--- src/cpu_decoder_consts.vh ---
// Constants for the instruction decoder
`ifndef CPU_DECODER_CONSTS_VH
`define CPU_DECODER_CONSTS_VH
`define OPC_SHARED       8'hA5
`define SFR_SPACE_BIT    7
`define TRAP_SEL_BIT     0
`define CLASS_OTHER      5'h00
`define CLASS_CODE_WR    5'h01
`define CLASS_SW_BREAK   5'h02
`define CLASS_EXT_MOVE   5'h03
`define CLASS_CODE_DATA_POINTER  5'h04
`define CLASS_CODE_PC    5'h05
`define CLASS_MOV_DD     5'h06
`define CLASS_NIB_XCH    5'h07
`define CLASS_PUSH_POP   5'h08
`define CLASS_ROT_CARRY  5'h09
`define CLASS_SUB_BORROW 5'h0A
`define CLASS_XOR_DIRIMM 5'h0B
`define CLASS_OR_NBIT    5'h0C
`define CLASS_SHORT_JUMP 5'h0D
`define CLASS_LOAD_DATA_POINTER  5'h0E
`define CLASS_MOV_DIND   5'h0F
`define CLASS_ABS11      5'h10
`endif

--- src/cpu_instruction_decoder.v ---
// Instruction decoder: opcode map, lengths, cycles, operand addressing
// Operation
// RL1: Immediate is one byte; pointer immediate two bytes
// RL2: Indirect uses register zero or one address
// RL3: Absolute target keeps upper five PC bits
// RL4: Direct low half RAM, high half special
// RL5: Relative operand is signed, added to PC
// RL6: Low nibble 8-F selects banked register
// RL7: Shared opcode chosen by pointer select setting
// RL8: Software break is one byte, one cycle
// RL9: External moves one byte, two cycles
// RL10: Code read at A plus pointer
// RL11: Code read at A plus PC
// RL12: Direct to direct move: three bytes, two
// RL13: Nibble exchange one byte, one cycle
// RL14: Push and pop two bytes, two cycles
// RL15: Rotates through carry update carry, one cycle
// RL16: Subtract with borrow updates three flags
// RL17: Xor immediate into direct: three, two
// RL18: Or inverted bit changes only carry
// RL19: Short jump relative, two bytes two cycles
// RL20: Pointer load: three bytes, two cycles
// RL21: Map by nibbles with lengths and cycles
// RL22: Indirect to direct move: two, two
// RL23: Cycles are machine cycles; all decode
`timescale 1ns/1ns
`include "cpu_decoder_consts.vh"
module cpu_instruction_decoder
(
  // Clock and reset
  input  wire        clock,
  input  wire        rst_n,
  // Instruction bytes from program memory
  input  wire        instr_valid,
  input  wire [7:0]  opcode,
  input  wire [7:0]  operand1,
  input  wire [7:0]  operand2,
  // Core state
  input  wire [15:0] pc_next,
  input  wire [7:0]  acc,
  input  wire        carry_in,
  input  wire [15:0] data_pointer,
  input  wire [7:0]  pointer_select_reg,
  input  wire [7:0]  reg0_value,
  input  wire [7:0]  reg1_value,
  input  wire [1:0]  bank_select,
  // Decode results
  output reg         dec_valid,
  output reg  [4:0]  instr_class,
  output reg  [1:0]  instr_bytes,
  output reg  [2:0]  instr_cycles,
  output reg  [7:0]  imm8,
  output reg  [15:0] imm16,
  output reg  [7:0]  indirect_addr,
  output reg  [4:0]  bank_reg_addr,
  output reg         bank_reg_used,
  output reg  [7:0]  direct_addr,
  output reg         direct_is_sfr,
  output reg  [15:0] jump_target,
  output reg  [15:0] code_addr,
  output reg  [15:0] ext_addr,
  output reg         debug_break,
  output reg  [7:0]  rot_result,
  output reg         rot_carry
);

  wire [3:0] hi = opcode[7:4];
  wire [3:0] lo = opcode[3:0];

  // Indirect pointer for the external moves uses bit 0 of the opcode
  wire [7:0] indirect_addr_w = opcode[0] ? reg1_value : reg0_value;

  reg [1:0]  next_bytes;
  reg [2:0]  next_cycles;
  reg [4:0]  next_class;
  reg [15:0] next_target;

  // Opcode map lookup: row by high nibble, column by low nibble
  always @*
  begin
    next_class  = `CLASS_OTHER;
    next_bytes  = 2'h1;
    next_cycles = 3'h1;
    next_target = pc_next;
    if (lo[3])
    begin
      // Banked register column, shared by every row [RL21]
      case (hi)
        4'h7, 4'hD:       next_bytes = 2'h2;
        4'h8, 4'hA:
        begin
          next_bytes  = 2'h2;
          next_cycles = 3'h2;
        end
        4'hB:
        begin
          next_bytes  = 2'h3;
          next_cycles = 3'h2;
        end
        default:          next_bytes = 2'h1;
      endcase
      if (hi == 4'hD) next_cycles = 3'h2;
      if (hi == 4'h9) next_class = `CLASS_SUB_BORROW;
    end
    else
    begin
      case (lo)
        4'h0:
        begin
          case (hi)
            4'h0: next_bytes = 2'h1;
            4'h1, 4'h2, 4'h3:
            begin
              next_bytes  = 2'h3;
              next_cycles = 3'h2;
            end
            4'h4, 4'h5, 4'h6, 4'h7:
            begin
              next_bytes  = 2'h2;
              next_cycles = 3'h2;
            end
            4'h8:
            begin
              next_class  = `CLASS_SHORT_JUMP; // [RL19]
              next_bytes  = 2'h2;
              next_cycles = 3'h2;
              next_target = pc_next + {{8{operand1[7]}}, operand1}; // [RL5]
            end
            4'h9:
            begin
              next_class  = `CLASS_LOAD_DATA_POINTER; // [RL20]
              next_bytes  = 2'h3;
              next_cycles = 3'h2;
            end
            4'hA, 4'hB:
            begin
              next_bytes  = 2'h2;
              next_cycles = 3'h2;
            end
            4'hC, 4'hD:
            begin
              next_class  = `CLASS_PUSH_POP; // [RL14]
              next_bytes  = 2'h2;
              next_cycles = 3'h2;
            end
            default:
            begin
              next_class  = `CLASS_EXT_MOVE; // [RL9]
              next_cycles = 3'h2;
            end
          endcase
          if (hi == 4'hA) next_class = `CLASS_OR_NBIT; // [RL18]
        end
        4'h1:
        begin
          next_class  = `CLASS_ABS11;
          next_bytes  = 2'h2;
          next_cycles = 3'h2;
          // Target stays in the current 2KB block [RL3]
          next_target = {pc_next[15:11], opcode[7:5], operand1};
        end
        4'h2:
        begin
          case (hi)
            4'h0, 4'h1:
            begin
              next_bytes  = 2'h3;
              next_cycles = 3'h2;
            end
            4'h2, 4'h3: next_cycles = 3'h2;
            4'h4, 4'h5, 4'h6, 4'hB, 4'hC, 4'hD, 4'hA: next_bytes = 2'h2;
            4'hE, 4'hF:
            begin
              next_class  = `CLASS_EXT_MOVE; // [RL9]
              next_cycles = 3'h2;
            end
            default:
            begin
              next_bytes  = 2'h2;
              next_cycles = 3'h2;
            end
          endcase
        end
        4'h3:
        begin
          case (hi)
            4'h1, 4'h3: next_class = `CLASS_ROT_CARRY; // [RL15]
            4'h4, 4'h5, 4'h6:
            begin
              next_bytes  = 2'h3;
              next_cycles = 3'h2;
              if (hi == 4'h6) next_class = `CLASS_XOR_DIRIMM; // [RL17]
            end
            4'h7, 4'hA: next_cycles = 3'h2;
            4'h8:
            begin
              next_class  = `CLASS_CODE_PC; // [RL11]
              next_cycles = 3'h2;
            end
            4'h9:
            begin
              next_class  = `CLASS_CODE_DATA_POINTER; // [RL10]
              next_cycles = 3'h2;
            end
            4'hE, 4'hF:
            begin
              next_class  = `CLASS_EXT_MOVE; // [RL9]
              next_cycles = 3'h2;
            end
            default: next_cycles = 3'h1;
          endcase
        end
        4'h4:
        begin
          if (hi >= 4'h2 && hi <= 4'h7) next_bytes = 2'h2; // [RL1]
          if (hi == 4'h9)
          begin
            next_bytes = 2'h2;
            next_class = `CLASS_SUB_BORROW; // [RL16]
          end
          if (hi == 4'h8 || hi == 4'hA) next_cycles = 3'h4;
          if (hi == 4'hB)
          begin
            next_bytes  = 2'h3;
            next_cycles = 3'h2;
          end
        end
        4'h5:
        begin
          next_bytes = 2'h2;
          if (hi == 4'h7 || hi == 4'h8)
          begin
            next_bytes  = 2'h3; // [RL12]
            next_cycles = 3'h2;
            if (hi == 4'h8) next_class = `CLASS_MOV_DD;
          end
          if (hi == 4'hB || hi == 4'hD)
          begin
            next_bytes  = 2'h3;
            next_cycles = 3'h2;
          end
          if (hi == 4'h9) next_class = `CLASS_SUB_BORROW;
          if (hi == 4'hA)
          begin
            next_bytes  = 2'h1;
            // Shared opcode: pointer select picks the break [RL7] [RL8]
            if (pointer_select_reg[`TRAP_SEL_BIT])
            begin
              next_class  = `CLASS_SW_BREAK;
              next_cycles = 3'h1;
            end
            else
            begin
              next_class  = `CLASS_CODE_WR;
              next_cycles = 3'h2;
            end
          end
        end
        default:
        begin
          // Columns 6 and 7: indirect forms
          case (hi)
            4'h7: next_bytes = 2'h2;
            4'h8:
            begin
              next_class  = `CLASS_MOV_DIND; // [RL22]
              next_bytes  = 2'h2;
              next_cycles = 3'h2;
            end
            4'hA:
            begin
              next_bytes  = 2'h2;
              next_cycles = 3'h2;
            end
            4'hB:
            begin
              next_bytes  = 2'h3;
              next_cycles = 3'h2;
            end
            4'hD: next_class = `CLASS_NIB_XCH; // [RL13]
            4'h9: next_class = `CLASS_SUB_BORROW;
            default: next_bytes = 2'h1;
          endcase
        end
      endcase
    end
  end

  // Registered decode; every map position is a real instruction [RL23]
  always @(posedge clock or negedge rst_n)
  begin
    if (!rst_n)
    begin
      dec_valid     <= 1'b0;
      instr_class   <= 5'h00;
      instr_bytes   <= 2'h0;
      instr_cycles  <= 3'h0;
      imm8          <= 8'h00;
      imm16         <= 16'h0000;
      indirect_addr <= 8'h00;
      bank_reg_addr <= 5'h00;
      bank_reg_used <= 1'b0;
      direct_addr   <= 8'h00;
      direct_is_sfr <= 1'b0;
      jump_target   <= 16'h0000;
      code_addr     <= 16'h0000;
      ext_addr      <= 16'h0000;
      debug_break   <= 1'b0;
      rot_result    <= 8'h00;
      rot_carry     <= 1'b0;
    end
    else
    begin
      dec_valid     <= instr_valid;
      instr_class   <= next_class;
      instr_bytes   <= next_bytes;
      instr_cycles  <= next_cycles;
      imm8          <= operand1; // [RL1]
      imm16         <= {operand1, operand2}; // [RL1]
      indirect_addr <= opcode[0] ? reg1_value : reg0_value; // [RL2]
      bank_reg_addr <= {bank_select, opcode[2:0]}; // [RL6]
      bank_reg_used <= lo[3];
      direct_addr   <= operand1;
      direct_is_sfr <= operand1[`SFR_SPACE_BIT]; // [RL4]
      jump_target   <= next_target;
      code_addr     <= (hi == 4'h8) ? pc_next + {8'h00, acc} // [RL11]
                       : data_pointer + {8'h00, acc}; // [RL10]
      // 16-bit pointer or 8-bit indirect, both to external memory [RL9]
      ext_addr      <= lo[1] ? {8'h00, indirect_addr_w} : data_pointer;
      debug_break   <= instr_valid && (next_class == `CLASS_SW_BREAK);
      // Rotate through carry; carry is the only flag touched [RL15]
      rot_result    <= (hi == 4'h3) ? {acc[6:0], carry_in}
                       : {carry_in, acc[7:1]};
      rot_carry     <= (hi == 4'h3) ? acc[7] : acc[0];
    end
  end

endmodule

--- config.mk ---
export PLATFORM = sky130hd
export DESIGN_NAME = cpu_instruction_decoder
export DESIGN_NICKNAME = d
export VERILOG_FILES = /design/src/cpu_instruction_decoder.v
export VERILOG_INCLUDE_DIRS = /design/src
export SDC_FILE = /design/constraint.sdc
export NUM_CORES = 1
export LEC_CHECK = 0
export ABC_CLOCK_PERIOD_IN_PS = 1300
export BUFFER_PORTS_ARGS = -buffer_cell sky130_fd_sc_hd__buf_2
export CAP_MARGIN = 5
export CORE_MARGIN = 10
export CORE_UTILIZATION = 45
export DETAILED_ROUTE_END_ITERATION = 10
export PLACE_DENSITY = 0.84
export SLEW_MARGIN = 40
export SYNTH_ARGS = -nofsm -noshare
export SYNTH_HDL_FRONTEND = slang
export SYNTH_SLANG_ARGS = --single-unit
--- constraint.sdc ---
create_clock -name clock -period 1.3 [get_ports clock]
set_input_delay 0.13 -clock clock [delete_from_list [all_inputs] [get_ports clock]]
set_output_delay 0.13 -clock clock [all_outputs]
set_load 0.1 [all_outputs]
**Word level (Yosys, flattened, before mapping)**

Index checks and enable logic that the tools add are counted.

- Add/sub/neg operators: 3
- Magnitude comparators: 2
- Equal/unequal tests: 21
- Muxes and demuxes: 48
- Reductions and logical operators: 21

Operators by type and width:

| operator | count |
|---|---|
| $mux 16 | 4 |
| $add 16x8->16 | 2 |
| $eq 4x4->1 const B | 8 |
| $mux 2 | 16 |
| $pmux 16 s2 | 1 |
| $pmux 5 s6 | 1 |
| $eq 4x3->1 const B | 6 |
| $mux 3 | 7 |
| $mux 5 | 4 |
| $pmux 4 s5 | 1 |
| $pmux 3 s6 | 1 |
| $reduce_or 9->1 | 2 |
| $add 16x16->16 | 1 |
| $eq 4x2->1 const B | 4 |
| $mux 8 | 2 |
| $pmux 2 s2 | 4 |
| $pmux 4 s4 | 1 |
| $pmux 2 s6 | 1 |
| $pmux 4 s3 | 1 |
| $reduce_or 4->1 | 3 |
| $reduce_or 10->1 | 1 |
| $reduce_or 3->1 | 3 |
| $eq 4x1->1 const B | 2 |
| $logic_not 4->1 | 2 |
| other kinds (9) | 17 |

- Register bits after elaboration: 108
- Output and inout bits: 116
- Logic and storage cells: 111

**Logic depth before layout (Yosys ltp)**

- Word-level depth: 9
- Gate-level depth with buffers: 14
- Gate-level depth less buffers: 12

**Least setup slack after synthesis**

Ideal clock, no wire load.

- Path kind: input port to flip-flop
- Start point: input port opcode[4]
- End point: register code_addr[10]
- Data arrival time: 2,784 ps
- Data required time: 1,158 ps
- Path slack: -1,626 ps
- Stages: 14
- Buffers on the path: 3
- Cell sequence: buf_4 clkbuf_1 or3_1 clkbuf_1 nand2_1 nand2_1 ha_1 fa_1 a21o_1 a21oi_1 o21a_1 nor2_1 a221oi_1 a31oi_1

- Word-level cells in the longest chain between the ends: 2

RTL lines:

| item | RTL line | RTL |
|---|---|---|
| start: declaration | cpu_instruction_decoder.v:35 | `input wire [7:0] opcode,` |
| $eq 4x4->1 | cpu_instruction_decoder.v:326 | `code_addr <= (hi == 4'h8) ? pc_next + {8'h00, acc}` |
| $mux 16 | cpu_instruction_decoder.v:326 |  |
| end signal: assignment | cpu_instruction_decoder.v:326 |  |
| end: declaration | cpu_instruction_decoder.v:60 | `output reg [15:0] code_addr,` |

No other way between the ends.

**Worst setup path in the final report**

- Start point: input port opcode[6]
- End point: register code_addr[9]

The elaborated chain is that of the path after synthesis.

==> results.toml <==
[global_routing]
grt_pass1_wl_microns = 33400
grt_antenna_before_repair = 3
grt_pass1_vias = 6027
grt_max_degree = 56
met3_usage_pct = 5.48
globalRouteOverflowTotal = 0
track_usage_pct = 25.4
gr-max-usage-layer = "met2"
grt_use_met2_pct = 47.9
met1_usage_pct = 27.2

[run_status]
violations = "setup timing"
status = "complete, but fails checks"

[power]
peakVddDrop_mv = 0.709
clkPwrFrac_pct = 25.6
pwr-share-seq_pct = 30.0
power.internal_mw = 6.41
p_leak_nw = 4.44
switchingPower_mw = 4.97
power.density_nw_per_um2 = 1210
switching_share_pct = 43.7
pwr-share-comb_pct = 44.4

[layout]
nets = 1022
layout_common_cells = "buf_2, buf_4, dfrtp_1"
fillers = 603
seqCellArea_sq_um = 2490
mostFrequentLayoutCell = "buf_2"
drive_above_1_share_pct = 58.9
postLayoutCellArea_sq_um = 9430
syn_to_final_growth_pct = 73.2
multiInputGateArea_sq_um = 3500

[timing]
tightest_slew_ns = 0.531
relSlewSlack_pct = 64.1
timing.final.ws_setup_ns = -0.958
setup_viol = 51
whs_ns = 0.0220
final.min_clock_period_ns = 2.26
max_freq_mhz = 443
rsz0062_at_grt = "true"
fin_crit_sh_pct = 174
maxSlewViolCount = 0
hold_viol = 0

[synthesis]
ys_seq_area_share_pct = 45.5
ys_warn_count = 0
synth-edff-count = 0
postSynth.asyncResetShare_pct = 100
synth_nets = 663
ys_ff_latch = 99
synth_cell_types = 59
synthesis.area_sq_um = 5440
avgSynthCellArea_sq_um = 10.0
syn-instance-count = 544
synthFlopType = "dfrtp_1"

[detailed_routing]
wl_per_cell_microns = 26.5
vias_per_cell = 6.28
first_iter_violations = 823
ant_nets = 0
routed-via-count = 6639
drc_errors = 0
drt_first_pass_iters = 6
drt_wl_total_microns = 28000

[placement]
io_buffers = 202
place_area_sq_um = 7720
dp_hpwl_microns = 15200
dp_slack_ns = -1.22
gp_congestion = 0.922

[clock_network]
cts_tree = "done"
numCtsBuffers = 9
clock-sinks = 99
clockBufferDepth = 2
cts_max_level = 3
path_clk_slew_ns = 0.09
cts.root.buffer_cell = "clkbuf_16"

[floorplanning]
start_util_pct = 45.7
core_sq_um = 11900
ios = 210
die_h_microns = 130
placementRows = 40
dieArea_sq_um = 16900
die_x_microns = 130

[critical_path]
required_ns = 1.53
cp_max_fo = 7
critical_path_arrival_ns = 2.49
worstSetupPathType = "input pin to flip-flop"
start_kind = "input pin"
cp-end-kind = "flip-flop"

[job]
cap_violations = 0

[hold_path]
min_path_type = "input pin to flip-flop"
-- flip-flops by register name, summed over array words and instances (netlist names), 2 cells and up --
name and cells:
jump_target 16, imm16 8, rot_result 8, indirect_addr 8
ext_addr 16, code_addr 16, instr_cycles 3, bank_reg_addr 5
instr_bytes 2, instr_class 5, direct_addr 8
-- per-layer routing --
metal	vias to the layer above	routed length, microns
met4	0	2360
li1	2663	-
met2	638	13700
met1	3111	8900
met3	227	3060
met5	-	0
-- cells by family after synthesis --
| group | share of synthesized area, % |
|---|---|
| AOI/OAI and AO/OA | 16.6 |
| xor gates and xnor gates | 4.67 |
| adders and majority gates | 6.02 |
| buffers and inverters | 4.92 |
| DFF | 45.5 |
| muxes | 7.10 |
| and+or+nand+nor | 15.2 |
-- final cells by class --
class,count,share of cell area (%)
Clock inverter,5,0.716
Clock buffer,11,2.57
Tap cell,147,1.95
Multi-Input combinational cell,395,37.1
Sequential cell,99,26.4
Inverter,7,0.279
Antenna cell,3,0.0796
Timing Repair Buffer,391,31.0
-- power by group through the flow --
stage	Combinational [mW]	Sequential (mW)	Clock, mW
5_1_grt	5.18	3.44	3.01
6_report	5.05	3.41	2.91
2_1_floorplan	1.19	5.27	0
3_3_place_gp	4.11	3.44	0
4_1_cts	4.51	3.39	2.82
3_5_place_dp	4.16	3.45	0
-- path summary, 6_finish.rpt --
| check | to | depth (start not counted) | slack [ns] | start |
|---|---|---|---|---|
| max | code_addr[9] | 13 | -0.96 | opcode[6] |
| min | direct_addr[6] | 2 | 0.02 | operand1[6] |
| max in group asynchronous | direct_addr[2] | 3 | 0.56 | rst_n |
| min in group asynchronous | ext_addr[7] | 2 | 0.18 | rst_n |
-- what timing repair did --
item	4_1_cts	5_1_grt
cloned	2	2
setup buffers	21	21
endpoints found under the setup margin	53	56
hold buffers	16	0
gates resized for setup	95	107
pin swaps	45	50
endpoints found under the hold margin	114	0
-- critical path, stage by stage --
cell	delay [ns]
buf_6	0.09
nand2b_4	0.13
or3_4	0.38
buf_4	0.19
nand2_1	0.08
nand2_1	0.11
ha_4	0.32
buf_4	0.13
nand4_1	0.16
o21ai_2	0.33
and2_4	0.22
o21ai_2	0.06
xor2_1	0.14
-- stage by stage --
step | power (mW) | cells | TNS [ns] | util, %
2_1_floorplan | 6.46 | 544 | -16.09 | -
3_3_place_gp | 7.56 | 983 | -31.32 | 64.8
3_5_place_dp | 7.61 | 983 | -32.81 | 64.8
4_1_cts | 10.7 | 1037 | -9.47 | 73.7
5_1_grt | 11.6 | 1057 | -16.15 | 79.1
6_report | 11.4 | 1058 | -14.89 | 79.2
-- synth_stat cells, types with 9 or more instances --
master | number | area [sq um]
clkbuf_1 | 15 | 56.3
a21oi_1 | 29 | 145
nor2_1 | 31 | 116
mux2_2 | 25 | 282
dfrtp_1 | 99 | 2480
xnor2_1 | 20 | 175
xor2_1 | 9 | 78.8
a22oi_1 | 11 | 82.6
o21ai_0 | 41 | 205
o211ai_1 | 9 | 67.6
buf_4 | 18 | 135
buf_2 | 10 | 50.1
nand2_1 | 62 | 233
nand2b_1 | 11 | 68.8
nor2b_1 | 15 | 93.8
nand3_1 | 10 | 50.1
mux2i_1 | 9 | 90.1
ha_1 | 23 | 288
(Power assumes the default switching activity.)
